File: config.mk
export PLATFORM = sky130hd
export DESIGN_NAME = rdpu_patch_unit
export DESIGN_NICKNAME = d
export VERILOG_FILES = /design/src/hdl/rdpu_patch_unit.v
export VERILOG_INCLUDE_DIRS = /design/src /design/src/hdl
export SDC_FILE = /design/constraint.sdc
export NUM_CORES = 1
export LEC_CHECK = 0
export BUFFER_PORTS_ARGS = -buffer_cell sky130_fd_sc_hd__buf_2
export CORE_ASPECT_RATIO = 0.6
export CORE_MARGIN = 2
export CORE_UTILIZATION = 56
export CTS_BUF_LIST = sky130_fd_sc_hd__clkbuf_16
export CTS_CLUSTER_SIZE = 14
export DETAILED_ROUTE_END_ITERATION = 8
export PLACE_DENSITY = 0.84
export SYNTH_ARGS = -nofsm -noshare
export SYNTH_HDL_FRONTEND = slang
export SYNTH_SLANG_ARGS = --single-unit
export TNS_END_PERCENT = 50
File: constraint.sdc
create_clock -name REF_CLK_IN -period 2.5 [get_ports REF_CLK_IN]
set_input_delay 0.625 -clock REF_CLK_IN [delete_from_list [all_inputs] [get_ports REF_CLK_IN]]
set_output_delay 0.625 -clock REF_CLK_IN [all_outputs]
set_load 0.01 [all_outputs]
File: src/hdl/rdpu_defs.vh
// Constants for the ROM read-data patch unit: register window, offsets,
// field positions and reset values.
// Assumes a 32-bit AHB-Lite bus with word-aligned register accesses.
`ifndef RDPU_DEFS_VH
`define RDPU_DEFS_VH

// Number of substitution entries and index width
`define RDPU_ENTRIES 8
`define RDPU_IDX_W 3

// Register window 0x40008400 .. 0x400087FF, decoded on HADDR[31:10]
`define RDPU_WIN_BASE 32'h40008400
`define RDPU_WIN_LAST 32'h400087FF
`define RDPU_WIN_TAG_HI 31
`define RDPU_WIN_TAG_LO 10
`define RDPU_WORD_HI 9
`define RDPU_WORD_LO 2
// Window tag: the base address shifted down by the tag's low bit
`define RDPU_WIN_TAG 22'h100021
// Pair word layout: entry number above, address or data half in bit 0
`define RDPU_PAIR_HI 3
`define RDPU_PAIR_LO 1
`define RDPU_PAIR_DATA_BIT 0

// Word indices inside the window; entry x address at 2x, data at 2x+1
`define RDPU_IDX_PAIR_LAST 8'h0F
`define RDPU_IDX_FLAGS 8'h10
`define RDPU_IDX_DISABLE 8'h11
`define RDPU_IDX_ENABLE 8'h12

// Reset values
`define RDPU_RST_WORD 32'h00000000
`define RDPU_RST_FLAGS 8'h00

// AHB encodings
`define RDPU_HTRANS_SEQ_BIT 1
`define RDPU_HRESP_OKAY 1'h0
`define RDPU_HRESP_ERROR 1'h1

`endif

File: src/hdl/rdpu_patch_unit.v
// ROM read-data patch unit: eight address/data entries that replace ROM
// read data, with an AHB-Lite slave for programming.
// Assumes HADDR/HTRANS/HWRITE/HREADY are the shared system AHB signals,
// that the address decoder drives separate selects for the ROM and for
// this register window, and that the ROM controller returns read data
// in the AHB data phase.
// Limitations: HSIZE is not decoded, so narrow writes store a whole word;
// an address write disarms its entry until the matching data word is written;
// the ROM data mux is the only combinational output, to avoid a wait state.
`timescale 1ns/1ps
`default_nettype none
`include "rdpu_defs.vh"

// Summary of operation
// - Eight entries, each a 32-bit match address and 32-bit replacement word.
// - Entry address and data registers sit at consecutive word locations.
// - Writing data after its address sets the entry enable automatically.
// - All eight addresses are compared with the bus address in parallel.
// - An enabled matching entry replaces the ROM read data.
// - Among several matches the highest-numbered entry wins.
// - Writing one to a disable bit clears that entry's enable.
// - Writing one to an enable bit sets that entry's enable again.
// - Substitution applies only to data returned from ROM.
// - All registers are reached as an AHB slave.
// - The register window decodes 0x40008400 to 0x400087FF.
// - Runs on the bus clock; software reprograms entries after power-up.
module rdpu_patch_unit (
  input wire REF_CLK_IN,
  input wire RST_B_IN,
  // Shared AHB address- and data-phase signals
  input wire [31:0] HADDR_IN,
  input wire [1:0] HTRANS_IN,
  input wire HWRITE_IN,
  input wire [2:0] HSIZE_IN,
  input wire [31:0] HWDATA_IN,
  input wire HREADY_IN,
  // Register window slave
  input wire HSEL_REG_IN,
  output reg [31:0] HRDATA_OUT,
  output reg HREADYOUT_OUT,
  output reg HRESP_OUT,
  // ROM read path
  input wire HSEL_ROM_IN,
  input wire [31:0] ROM_HRDATA_IN,
  output reg [31:0] ROM_HRDATA_OUT,
  // Enable flags, for observation
  output reg [7:0] ENTRY_ENABLE_OUT
);

  // Error response states
  localparam [1:0] ST_OKAY = 2'b00;
  localparam [1:0] ST_ERR_WAIT = 2'b01;
  localparam [1:0] ST_ERR_LAST = 2'b10;

  reg [31:0] entry_match_address [0:`RDPU_ENTRIES-1];
  reg [31:0] entry_replacement_data [0:`RDPU_ENTRIES-1];
  reg [7:0] entry_enable_flags;
  reg [7:0] address_written;

  // Register slave state
  reg [1:0] state;
  reg [1:0] next_state;
  reg wr_pend;
  reg [7:0] wr_idx;
  reg rom_hit;
  reg [31:0] rom_patch_word;
  // Next values of the registered paths
  reg [31:0] next_hrdata;
  reg [7:0] next_enable_flags;
  reg next_rom_hit;
  reg [31:0] next_rom_patch_word;

  wire [7:0] a_idx;
  wire a_in_window;
  wire a_mapped;
  wire reg_req;
  wire rom_rd_req;
  wire [3:0] match;
  integer i;

  // Highest enabled matching entry; bit 3 flags any hit
  function [3:0] pick_entry;
    input [31:0] addr;
    input [7:0] en;
    input [255:0] table_flat;
    integer k;
    begin
      pick_entry = 4'h0;
      // parallel compare, later entries override earlier ones
      for (k = 0; k < `RDPU_ENTRIES; k = k + 1) begin
        if (en[k] && (table_flat[k*32 +: 32] == addr)) begin
          pick_entry = {1'b1, k[2:0]};
        end
      end
    end
  endfunction

  // a word index below the flags register addresses one half of a pair
  function is_pair_word;
    input [7:0] idx;
    begin
      is_pair_word = (idx <= `RDPU_IDX_PAIR_LAST);
    end
  endfunction

  // Entry number of a pair word; the lowest index bit picks address or data
  function [2:0] pair_entry;
    input [7:0] idx;
    begin
      pair_entry = idx[`RDPU_PAIR_HI:`RDPU_PAIR_LO];
    end
  endfunction

  // High when a pair word addresses the replacement data half
  function is_data_half;
    input [7:0] idx;
    begin
      is_data_half = idx[`RDPU_PAIR_DATA_BIT];
    end
  endfunction

  // Flattened view of the address table for the comparator function
  wire [255:0] addr_flat;
  genvar g;
  generate
    for (g = 0; g < `RDPU_ENTRIES; g = g + 1) begin : g_flat
      assign addr_flat[g*32 +: 32] = entry_match_address[g];
    end
  endgenerate

  // window decode; the tag check guards against a loose select
  assign a_idx = HADDR_IN[`RDPU_WORD_HI:`RDPU_WORD_LO];
  assign a_in_window = (HADDR_IN[`RDPU_WIN_TAG_HI:`RDPU_WIN_TAG_LO] ==
                        `RDPU_WIN_TAG);
  // pairs fill words 0..15, then flags, disable and enable strobes
  assign a_mapped = a_in_window && (a_idx <= `RDPU_IDX_ENABLE);
  // address phase taken when selected, ready and transfer active
  assign reg_req = HSEL_REG_IN && HREADY_IN && HTRANS_IN[`RDPU_HTRANS_SEQ_BIT];
  // only ROM reads are candidates for substitution
  assign rom_rd_req = HSEL_ROM_IN && HREADY_IN && !HWRITE_IN &&
                      HTRANS_IN[`RDPU_HTRANS_SEQ_BIT];
  assign match = pick_entry(HADDR_IN, entry_enable_flags, addr_flat);

  // Error response sequencing: two-cycle ERROR for unmapped words
  always @* begin
    next_state = ST_OKAY;
    case (state)
      ST_OKAY: begin
        if (reg_req && !a_mapped) begin
          next_state = ST_ERR_WAIT;
        end
      end
      ST_ERR_WAIT: next_state = ST_ERR_LAST;
      ST_ERR_LAST: begin
        // Ready is high again here, so a new address phase may be taken
        if (reg_req && !a_mapped) begin
          next_state = ST_ERR_WAIT;
        end
      end
      default: next_state = ST_OKAY;
    endcase
  end

  // Slave handshake outputs follow the state register
  always @(posedge REF_CLK_IN or negedge RST_B_IN) begin
    if (!RST_B_IN) begin
      state <= ST_OKAY;
      HREADYOUT_OUT <= 1'b1;
      HRESP_OUT <= `RDPU_HRESP_OKAY;
    end else begin
      state <= next_state;
      HREADYOUT_OUT <= (next_state != ST_ERR_WAIT);
      HRESP_OUT <= (next_state == ST_OKAY) ? `RDPU_HRESP_OKAY : `RDPU_HRESP_ERROR;
    end
  end

  // Address phase capture for writes; data arrives a cycle later
  always @(posedge REF_CLK_IN or negedge RST_B_IN) begin
    if (!RST_B_IN) begin
      wr_pend <= 1'b0;
      wr_idx <= 8'h00;
    end else if (HREADY_IN) begin
      wr_pend <= reg_req && HWRITE_IN && a_mapped;
      wr_idx <= a_idx;
    end
  end

  // Register read mux, worked out in the address phase so the data phase
  // needs no wait state; write-only strobes and writes read as zero
  always @* begin
    next_hrdata = `RDPU_RST_WORD;
    if (a_mapped && !HWRITE_IN) begin
      if (is_pair_word(a_idx)) begin
        if (is_data_half(a_idx)) begin
          next_hrdata = entry_replacement_data[pair_entry(a_idx)];
        end else begin
          next_hrdata = entry_match_address[pair_entry(a_idx)];
        end
      end else if (a_idx == `RDPU_IDX_FLAGS) begin
        next_hrdata = {24'h000000, entry_enable_flags};
      end
    end
  end

  // Read data register; it holds until the next taken register transfer
  always @(posedge REF_CLK_IN or negedge RST_B_IN) begin
    if (!RST_B_IN) begin
      HRDATA_OUT <= `RDPU_RST_WORD;
    end else if (reg_req) begin
      HRDATA_OUT <= next_hrdata;
    end
  end

  // Enable flag update for the write completing in this data phase
  always @* begin
    next_enable_flags = entry_enable_flags;
    if (wr_pend && HREADY_IN) begin
      if (is_pair_word(wr_idx)) begin
        if (!is_data_half(wr_idx)) begin
          // a new address disarms its entry until the data word follows
          next_enable_flags[pair_entry(wr_idx)] = 1'b0;
        end else if (address_written[pair_entry(wr_idx)]) begin
          // enable set once both halves of the pair are written
          next_enable_flags[pair_entry(wr_idx)] = 1'b1;
        end
      end else if (wr_idx == `RDPU_IDX_DISABLE) begin
        // ones clear enables, zeros leave them
        next_enable_flags = entry_enable_flags & ~HWDATA_IN[7:0];
      end else if (wr_idx == `RDPU_IDX_ENABLE) begin
        next_enable_flags = entry_enable_flags | HWDATA_IN[7:0];
      end
    end
  end

  // table lost at reset
  // Entry table and enable flags, written in the data phase
  always @(posedge REF_CLK_IN or negedge RST_B_IN) begin
    if (!RST_B_IN) begin
      for (i = 0; i < `RDPU_ENTRIES; i = i + 1) begin
        entry_match_address[i] <= `RDPU_RST_WORD;
        entry_replacement_data[i] <= `RDPU_RST_WORD;
      end
      // no substitution until software programs entries
      entry_enable_flags <= `RDPU_RST_FLAGS;
      address_written <= `RDPU_RST_FLAGS;
    end else begin
      entry_enable_flags <= next_enable_flags;
      if (wr_pend && HREADY_IN && is_pair_word(wr_idx)) begin
        if (!is_data_half(wr_idx)) begin
          // address first; entry is parked until its data follows
          entry_match_address[pair_entry(wr_idx)] <= HWDATA_IN;
          address_written[pair_entry(wr_idx)] <= 1'b1;
        end else begin
          entry_replacement_data[pair_entry(wr_idx)] <= HWDATA_IN;
          // the data word uses up the arming of its pair
          address_written[pair_entry(wr_idx)] <= 1'b0;
        end
      end
    end
  end

  // Mirror of the enable flags for observation
  always @(posedge REF_CLK_IN or negedge RST_B_IN) begin
    if (!RST_B_IN) begin
      ENTRY_ENABLE_OUT <= `RDPU_RST_FLAGS;
    end else begin
      ENTRY_ENABLE_OUT <= entry_enable_flags;
    end
  end

  // capture the winning entry's replacement word, held while stalled
  always @* begin
    next_rom_hit = rom_hit;
    next_rom_patch_word = rom_patch_word;
    if (HREADY_IN) begin
      next_rom_hit = rom_rd_req && match[3];
      next_rom_patch_word = entry_replacement_data[match[2:0]];
    end
  end

  // Match decision taken in the ROM address phase
  always @(posedge REF_CLK_IN or negedge RST_B_IN) begin
    if (!RST_B_IN) begin
      rom_hit <= 1'b0;
      rom_patch_word <= `RDPU_RST_WORD;
    end else begin
      rom_hit <= next_rom_hit;
      rom_patch_word <= next_rom_patch_word;
    end
  end

  // The ROM data mux must stay combinational on the ROM data: a register
  // here would cost every ROM read a wait state.
  always @* begin
    // pass ROM data unchanged, substitute on a hit
    ROM_HRDATA_OUT = rom_hit ? rom_patch_word : ROM_HRDATA_IN;
  end

  // HSIZE is not decoded: every access is treated as a full word
  wire unused_ok;
  assign unused_ok = &{1'b0, HSIZE_IN};

endmodule // rdpu_patch_unit
`default_nettype wire

* Yosys cells after proc, flatten, opt, wreduce, memory -nomap -nowiden *
Cells that the tools add are included.

storage, ports and cells
  logic and storage cells = 135
  register bits after elaboration = 614
  output and inout port bits = 74
  input bits = 107

operators by class
  bitwise logic cells = 12
  reductions and logical operators = 32
  equality and inequality tests = 16
  order comparisons = 9
  muxes and demuxes = 39

operators with widths
  operator              number
  $bwmux 256            2
  $mux 32               11
  $bmux 32 s3           3
  $eq 32x32->1          8
  $demux 32 s3          1
  $mux 8                7
  $mux 4                8
  $and 8x8->8           3
  $eq 8x5->1 const B    3
  $or 8x8->8            3
  $logic_and 1x1->1     23
  $eq 22x21->1 const B  1
  $le 8x4->1 const B    2
  $not 8->8             2
  $ge 4x4->1 const B    3
  $not 3->4             3
  $le 8x5->1 const B    1
  $logic_not 2->1       2
  $lt 3x4->1 const B    1
  $lt 4x1->1 const B    1
  $mux 1                4
  $pmux 2 s2            1
  $reduce_and 2->1      2
  $bmux 1 s3            1
  other kinds (11)      12

* Depth between registers and ports, before layout *
  word-level depth = 14
  depth in mapped cells = 13
  mapped depth without buffers = 9

* Worst setup path after synthesis *
Ideal clock, no wire load.

  path kind = input -> register
  start = in HADDR_IN[20]
  end = reg rom_patch_word[1]
  setup slack = -0.578 ns
  buffers on the path = 2
  required time = 2.381 ns
  cell stages on the path = 11
  arrival = 2.960 ns
  path through = buf_2 xor2_1 nor4_1 nand4_1 nor4_4 nor2_1 and4_1 buf_2 o21bai_4 a221o_1 o21a_1

between the ends
  word-level cells in the longest chain between the ends = 13

RTL lines
  item                                            RTL line               RTL
  from (decl)                                     rdpu_patch_unit.v:31   input wire [31:0] HADDR_IN,
  $eq 32x32->1                                    rdpu_patch_unit.v:91   if (en[k] && (table_flat[k*32 +: 32] == addr)) begin
  $logic_and 1x1->1                               rdpu_patch_unit.v:91
  $mux 4 (6 in a row)                             rdpu_patch_unit.v:91
  $mux 4 (*)                                      rdpu_patch_unit.v:91
  $not 3->4 (not written as such) (*)             rdpu_patch_unit.v:277  next_rom_patch_word = entry_replacement_data[match[2:0]];
  $bmux 32 s3 (*)                                 rdpu_patch_unit.v:277
  $mux 32 (not written as such) (*) (2 in a row)  rdpu_patch_unit.v:277
  to (signal assigned)                            rdpu_patch_unit.v:285  rom_patch_word <= `RDPU_RST_WORD;
  to (signal assigned)                            rdpu_patch_unit.v:288  rom_patch_word <= next_rom_patch_word;
  to (decl)                                       rdpu_patch_unit.v:66   reg [31:0] rom_patch_word;

Mark *: on every way between the ends. The rest lies on a longest branch, timed or not. The select of a mux whose other input is x is not followed.
A chain may end at the register's enable or synchronous reset.

* Worst setup path after layout *
  start = reg entry_match_address (netlist bit addr_flat[138])
  end = reg rom_patch_word[17]

between the ends
  word-level cells in the longest chain between the ends = 10

RTL lines
  item                                        RTL line               RTL
  from (decl)                                 rdpu_patch_unit.v:55   reg [31:0] entry_match_address [0:`RDPU_ENTRIES-1];
  from (signal, indexed assignment)           rdpu_patch_unit.v:240  entry_match_address[i] <= `RDPU_RST_WORD;
  $eq 32x32->1                                rdpu_patch_unit.v:91
  $logic_and 1x1->1                           rdpu_patch_unit.v:91
  $mux 4 (4 in a row)                         rdpu_patch_unit.v:91
  $not 3->4 (not written as such)             rdpu_patch_unit.v:277
  $bmux 32 s3                                 rdpu_patch_unit.v:277
  $mux 32 (not written as such) (2 in a row)  rdpu_patch_unit.v:277

No other way between the ends. The select of a mux whose other input is x is not followed.

==> impl_metrics.csv <==
group,metric,value,unit
pwr,p_seq_frac,0.466,
detailed_routing,dr.pass1.iters,9,
floorplanning,die_y,195,um
status,violations,"setup timing",
clock_tree,cts_tree,"done",
logic_synthesis,yosys.cell_types.count,61,
logic_synthesis,synth_top_area_cell,"dfrtp_1",
worst_setup_path,r2r-end,"rom_patch_word[17]$_DFFE_PN0P_",
final_layout,num_antenna_cells,0,
logic_synthesis,synth_flop_cell,"dfrtp_1",
worst_setup_path,regToRegStartpoint,"addr_flat[138]$_DFFE_PN0P_",
pwr,p_total,0.0217,W
worst_hold_path,min_from,"HWRITE_IN",
final_layout,syn2layout_area_growth,29.0,%
logic_synthesis,yosysSeqAreaShare,0.453,
worst_setup_path,r2r_setup_slack,-0.72,ns
worst_setup_path,critical-path-max-stage-delay,0.45,ns
detailed_routing,totalWireLength,148000,um
clock_tree,path_clk_slew,0.07,ns
final_layout,drive_above_1_share,0.503,
sta,hold_ws,0.297,ns
sta,slew_headroom,0.392,
sta,drv_slew,0,
clock_tree,cts_made_buffers,58,
floorplanning,die_width,322,um
pwr,power_density,497,nW/um^2
logic_synthesis,synth_top_area_share,0.453,
sta,rsz0062_at_grt,"yes",
worst_setup_path,critPathRequiredTime,3.09,ns
global_route,antenna_found_initial,4,
sta,skew,0.0316,ns
clock_tree,cts-root-buf,"clkbuf_16",
detailed_routing,vias_per_cell,6.86,
clock_tree,cts.sinks,614,
final_layout,fin_area,43700,sq um
floorplanning,core_region_area,59500,sq um
placement,dp_hpwl,102000,um
clock_tree,clockBufferDepth,3,
pwr,combinationalPowerShare,0.115,
detailed_routing,drc,0,
sta,finalCritPeriodShare,1.29,
pwr,netSwitchingFraction,0.275,
worst_hold_path,holdPathEnd,"wr_pend$_DFFE_PN0P_",
final_layout,final_cells,4218,
detailed_routing,first_iter_violations,4107,
worst_setup_path,cp_common_cell,"buf_4",
logic_synthesis,syn_nets,2908,
clock_tree,h-tree-depth,2,
logic_synthesis,synth.area.top_cells,"dfrtp_1 (45%), mux2_2 (18%), mux4_2 (8.2%), xor2_1 (5.4%), mux2i_1 (2.6%)",
worst_setup_path,r2r_cells,14,
placement,place_inst,4070,
pwr,vdd.ir_drop.worst,637,uV
logic_synthesis,synth-seq-cells,614,
pwr,clock_power_share,0.419,
floorplanning,num_rows,69,
detailed_routing,routedWlPerCell,35.1,um
floorplanning,initial_core_util,0.570,
floorplanning,die-area,62600,sq um
global_route,grt_use_total,0.464,
pwr,switchingPower,0.00598,W
final_layout,nets,3500,
detailed_routing,num_vias,28926,
worst_setup_path,endpoint_kind,"flop",
logic_synthesis,syn_area,33900,sq um
logic_synthesis,avgSynthCellArea,12.1,sq um
worst_setup_path,slowest_stage,"dfrtp_2",
placement,place_area,39800,sq um
sta,worst_pin_slew,0.909,ns
placement,place.gp.congestion,1.04,
global_route,grt_pass1_vias,28164,
logic_synthesis,async_flop_share,1.00,
worst_setup_path,crit_chain,"xor2_4 > nor4_4 > buf_4 > nand4_1 > buf_4 > nor4_4 > buf_6 > a211oi_4 > buf_12 > buf_4 > nor3b_1 > mux2i_1 > a21oi_1 > o21a_1",
job,maxCapViolations,0,
floorplanning,pin_count,181,
worst_setup_path,crit_type,"flop to flop",
worst_hold_path,hold_depth,3,
sta,setup_violations,51,
worst_setup_path,arrival,3.81,ns
pwr,internal-power,0.0158,W
sta,fin_tns_setup,-22.05,ns
logic_synthesis,synth_cells,2801,
clock_tree,clock_latency,0.67,ns
logic_synthesis,ys_warn_count,0,
global_route,grt_start_max_net_pins,89,
sta,hold_viol,0,
placement,portBuffers,176,
worst_setup_path,critPathMaxFanout,8,
pwr,power_leakage,21.4,nW
detailed_routing,ant_nets,0,
sta,period_needed,3.22,ns
global_route,grt_pass1_wl,207000,um
worst_setup_path,start_kind,"flop",
logic_synthesis,synth_edf_count,0,
global_route,gr-total-overflow,0,
final_layout,fill_cells,3743,
worst_hold_path,hold_class,"input port to flop",
sta,fmax,0.310,GHz
status,status,"finished with violations",
sta,setup_ws,-0.723,ns
## cells in the mapped netlist, drive strengths merged, types with 4 or more instances
cell type,instances
nor2,147
a22o,12
mux4,124
inv,31
o21a,7
buf,115
or4,5
nand4b,5
o21ai,49
a41oi,25
nor2b,7
nand2b,6
o21bai,4
nor3b,65
a221oi,32
xor2,208
a21oi,98
nand3,20
dfrtp,613
xnor2,49
mux2,552
a31oi,25
a221o,7
nor4,78
and3,26
nand4,30
mux2i,88
nor3,54
clkbuf,126
or3,5
a31o,26
nand2,130
## cell families after synthesis
kind of cell | synth area share
AOI/OAI and AO/OA | 0.0593
xor gates and xnor gates | 0.0664
buffers and inverters | 0.0363
DFF | 0.453
and+or+nand+nor | 0.0928
muxes | 0.292
## power groups by stage
stage / Clock [W] / Sequential (W) / Combinational (W)
after floorplan: 0 / 0.0103 / 0.000951
after global placement: 0 / 0.0103 / 0.00222
after detailed placement: 0 / 0.0103 / 0.00224
after CTS: 0.00905 / 0.0101 / 0.00236
after global routing: 0.00946 / 0.0101 / 0.00258
final: 0.00912 / 0.0101 / 0.00250
## per-stage QoR
step | util | setup WS, ns
5_1_grt | 0.735 | -0.751
4_1_cts | 0.722 | -0.586
3_3_place_gp | 0.670 | -1.77
3_5_place_dp | 0.670 | -1.66
6_report | 0.735 | -0.723
2_1_floorplan | - | -0.491
## worst max path at each step
stage                                     startpoint                             end
after floorplan                          HADDR_IN[8]  rom_patch_word[12]$_DFFE_PN0P_
after global routing      addr_flat[130]$_DFFE_PN0P_  rom_patch_word[17]$_DFFE_PN0P_
after detailed placement                 HADDR_IN[5]  rom_patch_word[17]$_DFFE_PN0P_
after CTS                 addr_flat[253]$_DFFE_PN0P_   rom_patch_word[9]$_DFFE_PN0P_
final                     addr_flat[138]$_DFFE_PN0P_  rom_patch_word[17]$_DFFE_PN0P_
after global placement                   HADDR_IN[5]   rom_patch_word[6]$_DFFE_PN0P_
## final cells by class
class | count | area, sq um | share of cell area
Multi-Input combinational cell | 1917 | 18700 | 0.427
Inverter | 31 | 116 | 0.00266
Tap cell | 781 | 977 | 0.0224
Clock inverter | 46 | 387 | 0.00884
Sequential cell | 614 | 15400 | 0.352
Clock buffer | 58 | 1450 | 0.0332
Timing Repair Buffer | 771 | 6730 | 0.154
## critical path, delay by kind of cell (launching register included)
| kind | cells | cell delay [ns] |
|---|---|---|
| AND/OR/NAND/NOR | 4 | 1.05 |
| buffers and inverters | 5 | 0.88 |
| flip-flops | 1 | 0.45 |
| AO/OA/AOI/OAI | 3 | 0.42 |
| XOR/XNOR | 1 | 0.21 |
| multiplexers | 1 | 0.15 |
## layout by cell type (no fill, tap or decap), types with 8 or more instances in the layout
| cell | instances |
|---|---|
| mux2_2 | 535 |
| a31oi_1 | 25 |
| nor4_4 | 11 |
| nand3_1 | 12 |
| nor3b_2 | 27 |
| a22o_1 | 12 |
| o21ai_1 | 9 |
| nor3_2 | 29 |
| xnor2_1 | 44 |
| xor2_1 | 178 |
| dfrtp_1 | 604 |
| a21oi_1 | 98 |
| nand2_1 | 121 |
| mux2i_1 | 87 |
| xor2_2 | 23 |
| buf_12 | 67 |
| a31o_1 | 22 |
| and3_1 | 25 |
| mux2_4 | 17 |
| a221oi_2 | 9 |
| nor2_1 | 143 |
| buf_2 | 157 |
| nor4_2 | 17 |
| a221oi_1 | 23 |
| nor3_1 | 22 |
| nand4_1 | 30 |
| a41oi_1 | 24 |
| buf_16 | 10 |
| clkbuf_16 | 61 |
| buf_4 | 495 |
| nor4_1 | 50 |
| buf_6 | 31 |
| mux4_2 | 124 |
| dfrtp_2 | 8 |
| nor3b_1 | 33 |
| clkinv_1 | 15 |
| o21ai_0 | 40 |
| inv_1 | 41 |
## timing repair
action	4_1_cts	5_1_grt
gates resized for setup	140	108
hold buffers	1	0
buffers inserted	17	12
endpoints found under the setup margin	86	86
hold endpoints to repair	33	0
gates cloned	13	3
pin swaps	32	20
## metal layers
layer | GRT usage | routed length [um] | up-vias
li1 | - | - | 11457
met1 | 0.663 | 57300 | 14725
met2 | 0.647 | 60600 | 2298
met3 | 0.185 | 23600 | 444
met4 | 0.144 | 6510 | 2
met5 | 0 | 39 | -
## registers in the layout, indices dropped and copies added, names as in the netlist, named ones only
register and cells:
addr_flat 256, entry_replacement_data 256, HRDATA_OUT 32, rom_patch_word 32, ENTRY_ENABLE_OUT 8, wr_idx 8
state 2, HREADYOUT_OUT 1, HRESP_OUT 1, rom_hit 1, wr_pend 1
Note: power is estimated with default switching activity, not from simulation.
